[src/gpio_bank_params.svh]
`ifndef GPIO_BANK_PARAMS_SVH
`define GPIO_BANK_PARAMS_SVH
`define PORT_COUNT 6
`define PORT_WIDTH 8
`define PIN_COUNT 48
`define IRQ_PIN_COUNT 16
`define PORT_ONE_IN 8'h20
`define PORT_ONE_OUT 8'h21
`define PORT_ONE_DIR 8'h22
`define PORT_ONE_IFG 8'h23
`define PORT_ONE_IES 8'h24
`define PORT_ONE_IE 8'h25
`define PORT_ONE_SEL 8'h26
`define PORT_ONE_REN 8'h27
`define PORT_TWO_IN 8'h28
`define PORT_TWO_OUT 8'h29
`define PORT_TWO_DIR 8'h2A
`define PORT_TWO_IFG 8'h2B
`define PORT_TWO_IES 8'h2C
`define PORT_TWO_IE 8'h2D
`define PORT_TWO_SEL 8'h2E
`define PORT_TWO_REN 8'h2F
`define P3_IN 8'h18
`define P3_OUT 8'h19
`define P3_DIR 8'h1A
`define P3_SEL 8'h1B
`define P3_REN 8'h10
`define P4_IN 8'h1C
`define P4_OUT 8'h1D
`define P4_DIR 8'h1E
`define P4_SEL 8'h1F
`define P4_REN 8'h11
`define P5_IN 8'h30
`define P5_OUT 8'h31
`define P5_DIR 8'h32
`define P5_SEL 8'h33
`define P5_REN 8'h12
`define P6_IN 8'h34
`define P6_OUT 8'h35
`define P6_DIR 8'h36
`define P6_SEL 8'h37
`define P6_REN 8'h13
`define SEL_RESET 48'h0000_0000_C000
`define ZERO_RESET 48'h0000_0000_0000
`endif

[src/gpio_bank_pkg.sv]
`include "gpio_bank_params.svh"
package gpio_bank_pkg;
  typedef enum logic [3:0] {
    K_NONE = 4'b0000,
    K_IN = 4'b0001,
    K_OUT = 4'b0010,
    K_DIR = 4'b0011,
    K_IFG = 4'b0100,
    K_IES = 4'b0101,
    K_IE = 4'b0110,
    K_SEL = 4'b0111,
    K_REN = 4'b1000
  } reg_kind_e;

  typedef struct packed {
    reg_kind_e kind;
    logic [2:0] port;
  } decode_s;

  typedef logic [`PIN_COUNT-1:0] pins_t;
  typedef logic [`IRQ_PIN_COUNT-1:0] irq_pins_t;

  typedef struct packed {
    pins_t sync1;
    pins_t sync2;
    pins_t sync3;
    pins_t level;
    pins_t prev;
    pins_t out;
    pins_t dir;
    pins_t sel;
    pins_t ren;
    pins_t latch;
    pins_t drive;
    pins_t drive_en;
    pins_t pull_up;
    pins_t pull_down;
    irq_pins_t ifg;
    irq_pins_t ies;
    irq_pins_t ie;
    logic [7:0] rd_data;
    logic [1:0] irq;
  } state_s;
endpackage : gpio_bank_pkg
[src/digital_io_port_bank.sv]
// Decided for this implementation: the strobed register port and the register offsets.
`timescale 1ns/1ns
`default_nettype none
`include "gpio_bank_params.svh"
module digital_io_port_bank
  import gpio_bank_pkg::*;
(
  input wire logic ref_clk,
  input wire logic rst_b,
  input wire logic [7:0] addr,
  input wire logic [7:0] wr_data,
  input wire logic wr_en,
  input wire logic rd_en,
  output logic [7:0] rd_data,
  input wire logic global_irq_enable,
  input wire logic [`PIN_COUNT-1:0] pin_level,
  output logic [`PIN_COUNT-1:0] pin_drive,
  output logic [`PIN_COUNT-1:0] pin_drive_en,
  output logic [`PIN_COUNT-1:0] pull_up_en,
  output logic [`PIN_COUNT-1:0] pull_down_en,
  input wire logic [`PIN_COUNT-1:0] periph_out_value,
  output logic [`PIN_COUNT-1:0] periph_in_value,
  output logic irq_port_one,
  output logic irq_port_two
);

  state_s st;
  state_s next_st;
  decode_s dec;
  pins_t edge_hit;
  irq_pins_t hw_set;
  irq_pins_t ies_set;
  irq_pins_t new_ies;

  // address to register kind and port index
  function automatic decode_s decode(input logic [7:0] a);
    decode_s d;
    d.kind = K_NONE;
    d.port = 3'd0;
    // flags and edge select exist only on the first two ports
    case (a)
      `PORT_ONE_IN:
      begin
        d.kind = K_IN;
        d.port = 3'd0;
      end
      `PORT_ONE_OUT:
      begin
        d.kind = K_OUT;
        d.port = 3'd0;
      end
      `PORT_ONE_DIR:
      begin
        d.kind = K_DIR;
        d.port = 3'd0;
      end
      `PORT_ONE_IFG:
      begin
        d.kind = K_IFG;
        d.port = 3'd0;
      end
      `PORT_ONE_IES:
      begin
        d.kind = K_IES;
        d.port = 3'd0;
      end
      `PORT_ONE_IE:
      begin
        d.kind = K_IE;
        d.port = 3'd0;
      end
      `PORT_ONE_SEL:
      begin
        d.kind = K_SEL;
        d.port = 3'd0;
      end
      `PORT_ONE_REN:
      begin
        d.kind = K_REN;
        d.port = 3'd0;
      end
      `PORT_TWO_IN:
      begin
        d.kind = K_IN;
        d.port = 3'd1;
      end
      `PORT_TWO_OUT:
      begin
        d.kind = K_OUT;
        d.port = 3'd1;
      end
      `PORT_TWO_DIR:
      begin
        d.kind = K_DIR;
        d.port = 3'd1;
      end
      `PORT_TWO_IFG:
      begin
        d.kind = K_IFG;
        d.port = 3'd1;
      end
      `PORT_TWO_IES:
      begin
        d.kind = K_IES;
        d.port = 3'd1;
      end
      `PORT_TWO_IE:
      begin
        d.kind = K_IE;
        d.port = 3'd1;
      end
      `PORT_TWO_SEL:
      begin
        d.kind = K_SEL;
        d.port = 3'd1;
      end
      `PORT_TWO_REN:
      begin
        d.kind = K_REN;
        d.port = 3'd1;
      end
      `P3_IN:
      begin
        d.kind = K_IN;
        d.port = 3'd2;
      end
      `P3_OUT:
      begin
        d.kind = K_OUT;
        d.port = 3'd2;
      end
      `P3_DIR:
      begin
        d.kind = K_DIR;
        d.port = 3'd2;
      end
      `P3_SEL:
      begin
        d.kind = K_SEL;
        d.port = 3'd2;
      end
      `P3_REN:
      begin
        d.kind = K_REN;
        d.port = 3'd2;
      end
      `P4_IN:
      begin
        d.kind = K_IN;
        d.port = 3'd3;
      end
      `P4_OUT:
      begin
        d.kind = K_OUT;
        d.port = 3'd3;
      end
      `P4_DIR:
      begin
        d.kind = K_DIR;
        d.port = 3'd3;
      end
      `P4_SEL:
      begin
        d.kind = K_SEL;
        d.port = 3'd3;
      end
      `P4_REN:
      begin
        d.kind = K_REN;
        d.port = 3'd3;
      end
      `P5_IN:
      begin
        d.kind = K_IN;
        d.port = 3'd4;
      end
      `P5_OUT:
      begin
        d.kind = K_OUT;
        d.port = 3'd4;
      end
      `P5_DIR:
      begin
        d.kind = K_DIR;
        d.port = 3'd4;
      end
      `P5_SEL:
      begin
        d.kind = K_SEL;
        d.port = 3'd4;
      end
      `P5_REN:
      begin
        d.kind = K_REN;
        d.port = 3'd4;
      end
      `P6_IN:
      begin
        d.kind = K_IN;
        d.port = 3'd5;
      end
      `P6_OUT:
      begin
        d.kind = K_OUT;
        d.port = 3'd5;
      end
      `P6_DIR:
      begin
        d.kind = K_DIR;
        d.port = 3'd5;
      end
      `P6_SEL:
      begin
        d.kind = K_SEL;
        d.port = 3'd5;
      end
      `P6_REN:
      begin
        d.kind = K_REN;
        d.port = 3'd5;
      end
      // unmapped: write ignored, read gives zero
      default:
      begin
        d.kind = K_NONE;
        d.port = 3'd0;
      end
    endcase
    return d;
  endfunction : decode

  // one process computes every next value
  always_comb
  begin
    next_st = st;
    dec = decode(addr);
    new_ies = st.ies;
    // three-stage synchroniser; stage one feeds stage two only
    next_st.sync1 = pin_level;
    next_st.sync2 = st.sync1;
    next_st.sync3 = st.sync2;
    // a change counts once stages two and three agree
    for (int i = 0; i < `PIN_COUNT; i++)
    begin
      if (st.sync2[i] == st.sync3[i])
      begin
        next_st.level[i] = st.sync3[i];
      end
    end
    next_st.prev = st.level;
    // transitions only, never static levels
    for (int i = 0; i < `PIN_COUNT; i++)
    begin
      edge_hit[i] = st.level[i] ^ st.prev[i];
    end
    for (int i = 0; i < `IRQ_PIN_COUNT; i++)
    begin
      // 0 arms rising, 1 arms falling; selected pins are silent
      hw_set[i] = edge_hit[i] & (st.level[i] ^ st.ies[i]) & ~st.sel[i];
    end
    // register writes; input registers have no write effect
    if (wr_en)
    begin
      case (dec.kind)
        K_OUT: next_st.out[dec.port*8 +: 8] = wr_data;
        K_DIR: next_st.dir[dec.port*8 +: 8] = wr_data;
        K_SEL: next_st.sel[dec.port*8 +: 8] = wr_data;
        K_REN: next_st.ren[dec.port*8 +: 8] = wr_data;
        K_IFG: next_st.ifg[dec.port*8 +: 8] = wr_data;
        K_IES: new_ies[dec.port*8 +: 8] = wr_data;
        K_IE: next_st.ie[dec.port*8 +: 8] = wr_data;
        K_IN: next_st.out = st.out;
        default: next_st.out = next_st.out;
      endcase
    end
    next_st.ies = new_ies;
    // new edge sense that differs from the pin level raises the flag
    for (int i = 0; i < `IRQ_PIN_COUNT; i++)
    begin
      ies_set[i] = (new_ies[i] ^ st.ies[i]) & (st.level[i] ^ new_ies[i]) & ~st.sel[i];
    end
    // hardware set wins over a same-cycle software clear
    next_st.ifg = next_st.ifg | hw_set | ies_set;
    // one request line for each of ports one and two, both enables needed
    next_st.irq[0] = global_irq_enable & |(st.ifg[7:0] & st.ie[7:0]);
    next_st.irq[1] = global_irq_enable & |(st.ifg[15:8] & st.ie[15:8]);
    // pad control; pull resistor overrides port output drive
    for (int i = 0; i < `PIN_COUNT; i++)
    begin
      next_st.drive_en[i] = st.dir[i] & (st.sel[i] | ~st.ren[i]);
      next_st.drive[i] = st.sel[i] ? periph_out_value[i] : st.out[i];
      next_st.pull_up[i] = st.ren[i] & ~next_st.drive_en[i] & st.out[i];
      next_st.pull_down[i] = st.ren[i] & ~next_st.drive_en[i] & ~st.out[i];
      // transparent while selected, frozen after deselect
      if (st.sel[i])
      begin
        next_st.latch[i] = st.level[i];
      end
    end
    // read data valid the cycle after the strobe only
    next_st.rd_data = 8'h00;
    if (rd_en)
    begin
      case (dec.kind)
        K_IN: next_st.rd_data = st.level[dec.port*8 +: 8];
        K_OUT: next_st.rd_data = st.out[dec.port*8 +: 8];
        K_DIR: next_st.rd_data = st.dir[dec.port*8 +: 8];
        K_SEL: next_st.rd_data = st.sel[dec.port*8 +: 8];
        K_REN: next_st.rd_data = st.ren[dec.port*8 +: 8];
        K_IFG: next_st.rd_data = st.ifg[dec.port*8 +: 8];
        K_IES: next_st.rd_data = st.ies[dec.port*8 +: 8];
        K_IE: next_st.rd_data = st.ie[dec.port*8 +: 8];
        default: next_st.rd_data = 8'h00;
      endcase
    end
  end

  // state register; synchronous active-low reset
  always_ff @(posedge ref_clk)
  begin
    if (!rst_b)
    begin
      st <= '0;
      st.sel <= `SEL_RESET;
    end
    else
    begin
      st <= next_st;
    end
  end

  // every output straight from the state register
  assign rd_data = st.rd_data;
  assign pin_drive = st.drive;
  assign pin_drive_en = st.drive_en;
  assign pull_up_en = st.pull_up;
  assign pull_down_en = st.pull_down;
  assign periph_in_value = st.latch;
  assign irq_port_one = st.irq[0];
  assign irq_port_two = st.irq[1];
endmodule : digital_io_port_bank
`default_nettype wire

[config.mk]
export PLATFORM = sky130hd
export DESIGN_NAME = digital_io_port_bank
export DESIGN_NICKNAME = d
export VERILOG_FILES = /design/src/gpio_bank_pkg.sv /design/src/digital_io_port_bank.sv
export VERILOG_INCLUDE_DIRS = /design/src
export SDC_FILE = /design/constraint.sdc
export NUM_CORES = 1
export LEC_CHECK = 0
export BUFFER_PORTS_ARGS = -buffer_cell sky130_fd_sc_hd__buf_2
export CORE_MARGIN = 2
export CORE_UTILIZATION = 50
export CTS_CLUSTER_DIAMETER = 150
export CTS_CLUSTER_SIZE = 28
export DETAILED_ROUTE_END_ITERATION = 8
export PLACE_DENSITY_LB_ADDON = 0.3
export SLEW_MARGIN = 20
export SYNTH_ARGS = -nofsm -noshare
export SYNTH_HDL_FRONTEND = slang
export SYNTH_SLANG_ARGS = --single-unit
[constraint.sdc]
create_clock -name ref_clk -period 7.85 [get_ports ref_clk]
set_input_delay 1.57 -clock ref_clk [delete_from_list [all_inputs] [get_ports ref_clk]]
set_output_delay 1.57 -clock ref_clk [all_outputs]
set_load 0.02 [all_outputs]
==> results.json <==
{
  "avgSynthCellArea_sq_um": 9.11,
  "slew_violations": 0,
  "p_seq_frac": 0.637,
  "syn2layout_area_growth_pct": 3.62,
  "synth-edff-count": 0,
  "synthFlopType": "dfxtp_1",
  "clkPwrFrac": 0.309,
  "antenna_left": 0,
  "p_sw_mw": 1.30,
  "status": "finished, final reports clean",
  "netlist_area_sq_um": 29300,
  "reg2reg_to": "rd_data[6]",
  "r2r_slack_ns": 5.09,
  "rsz0062_at_grt": "no",
  "p_sw_frac": 0.231,
  "clk_latency_ns": 0.64,
  "die-area_sq_um": 60600,
  "cts_made_buffers": 28,
  "nNetsFinal": 3310,
  "design.core.area_sq_um": 57800,
  "yosys.area.top_type": "dfxtp_1",
  "grt_remaining_overflow": 0,
  "grt_max_degree": 298,
  "vias": 22200,
  "cts_resized": 0,
  "min_to": "next_st[593]",
  "drt-initial-drc-count": 2178,
  "power_frac_comb": 0.054,
  "dp_hpwl_mm": 62.3,
  "r2r_cells": 6,
  "power.internal_mw": 4.33,
  "async_reset_ff_frac": 0,
  "detail_route.wl_per_cell_microns": 22.3,
  "netlist_instances": 3216,
  "vdd_drop_max_mv": 0.167,
  "fin_crit_sh": 0.720,
  "start_kind": "input pin",
  "cts_tree": "yes",
  "slew_headroom": 0.244,
  "yosysUniqueCellTypes": 89,
  "chipHeight_microns": 246,
  "root_buffer": "clkbuf_16",
  "cp-end-kind": "flop",
  "fmax_mhz": 177,
  "grtUsageTotal": 0.280,
  "hp-start": "next_st[641]",
  "timing.rr.start": "st[360]",
  "wirelength_mm": 87.9,
  "via_per_inst": 5.61,
  "setup_violations": 0,
  "place_congestion": 0.976,
  "ys_seq_area_frac": 0.477,
  "grt_pass1_wl_mm": 130,
  "maxCapViolations": 0,
  "cp.arrival_ns": 6.17,
  "dp_slack_ns": 1.68,
  "finClkSkew_ns": 0.0241,
  "drive_above_1_share": 0.151,
  "ctsHtreeMaxLevel": 1,
  "start_util": 0.507,
  "synth_warnings": 0,
  "firstDrtPassIters": 6,
  "drc": 0,
  "finalCriticalPeriod_ns": 5.65,
  "die_w_microns": 246,
  "cts_sinks": 698,
  "synthTopCellsByArea": "dfxtp_1 (48%), mux2i_1 (8.0%), buf_4 (6.6%)",
  "critical_path_class": "input pin to flop",
  "p_per_area_nw_per_um2": 186,
  "tns_ns": 0,
  "critPathRequiredTime_ns": 8.37,
  "worstMarginPinSlew_ns": 1.13,
  "synth_top_area_frac": 0.477,
  "hold_depth": 1,
  "num_rows": 88,
  "io_buffers": 366,
  "yosys-top-cells-count": "dfxtp_1 (698), nand2_1 (333), buf_4 (257)",
  "critPathMaxFanout": 17,
  "hold_violations": 0,
  "grt_pass1_vias": 20800,
  "post_cts_buffers": 0,
  "hold_path_class": "flop to flop",
  "cts_hold_buf": 0,
  "antenna_found_initial": 5,
  "io_pins": 367,
  "leakagePower_nw": 11.4,
  "synth.net_count": 3340,
  "synth-seq-cells": 698,
  "fin_ws_ns": 2.20,
  "cts.reportedPaths.clkPinSlew_ns": 0.10,
  "max-clock-path-buffers": 3,
  "yosys.cell_count.top_type": "dfxtp_1"
}
==> worst max-delay path: stages <==
cell and delay (ns):
buf_2 0.12, nor2_1 0.10, buf_4 0.20, nand2_1 0.08, nor3_1 0.75, clkinv_1 0.54, ha_1 0.38, ha_1 0.31
nand3b_1 0.28, nor3b_2 0.92, and2_1 0.55, mux2i_1 0.27, nor2b_1 0.07
==> metal layers <==
layer / vias up / GRT usage / part of all wire
met4: 8 / 0.0939 / 0.036
li1: 10400 / - / -
met1: 10600 / 0.389 / 0.44
met2: 979 / 0.434 / 0.44
met5: - / 0 / 0.00060
met3: 179 / 0.0552 / 0.084
==> cell families after synthesis <==
family | share of synthesized area
fa+ha+maj | 0.00299
mux | 0.0829
simple gates | 0.184
xor+xnor | 0.000299
compound gates | 0.144
buf+inv | 0.109
flops | 0.477
==> final cells by class <==
class | count | area [sq um]
Fill cell | 5308 | 27400
Sequential cell | 698 | 14000
Multi-Input combinational cell | 1941 | 12100
Timing Repair Buffer | 396 | 2100
Tap cell | 765 | 957
Clock buffer | 29 | 714
Inverter | 121 | 455
Clock inverter | 1 | 16.3
Antenna cell | 1 | 2.50
==> sequential cells by signal (all words and copies together) (netlist names) <==
name             count
pull_up_en          48
st                 304
rd_data              8
irq_port_two         1
pin_drive_en        48
pin_drive           48
next_st            144
irq_port_one         1
periph_in_value     48
pull_down_en        48
==> how the worst max path moves through the flow <==
stage	to	startpoint	depth (start not counted)	slack, ns
after global placement	st[328]	addr[7]	13	1.91
after CTS	st[326]	addr[7]	13	2.32
after global routing	st[326]	addr[7]	13	1.94
after floorplan	st[47]	addr[2]	17	2.73
after detailed placement	st[326]	addr[7]	13	1.68
final	st[326]	addr[7]	13	2.20
==> through the flow <==
step | hold slack, ns | instance area, sq um | util | std cells | power, mW
floorplan | 0.412 | 29300 | - | 3216 | 3.85
global placement | 0.417 | 29600 | 0.513 | 3921 | 3.97
detailed placement | 0.419 | 29600 | 0.513 | 3921 | 3.97
CTS | 0.445 | 30400 | 0.525 | 3951 | 5.67
global route | 0.463 | 30400 | 0.525 | 3951 | 5.81
finish | 0.442 | 30400 | 0.525 | 3952 | 5.63
==> power groups by stage <==
stage	Clock [mW]	Combinational (mW)	Sequential, mW
after floorplan	0	0.185	3.66
after global placement	0	0.296	3.67
after detailed placement	0	0.298	3.67
after CTS	1.78	0.299	3.59
after global routing	1.90	0.320	3.60
final	1.74	0.306	3.59
==> cell usage in the layout (no fill, tap or decap), types with 29 or more instances in the layout <==
cell type and count:
dfxtp_1 698, nor2b_1 191, o21ai_0 147, nor2_1 160, a221oi_1 29, a21oi_1 118
mux2i_1 235, inv_1 116, and2_1 187, a21boi_0 152, buf_2 365, nand3_1 113
nand2_1 333
Note: power is estimated with default switching activity, not from simulation.
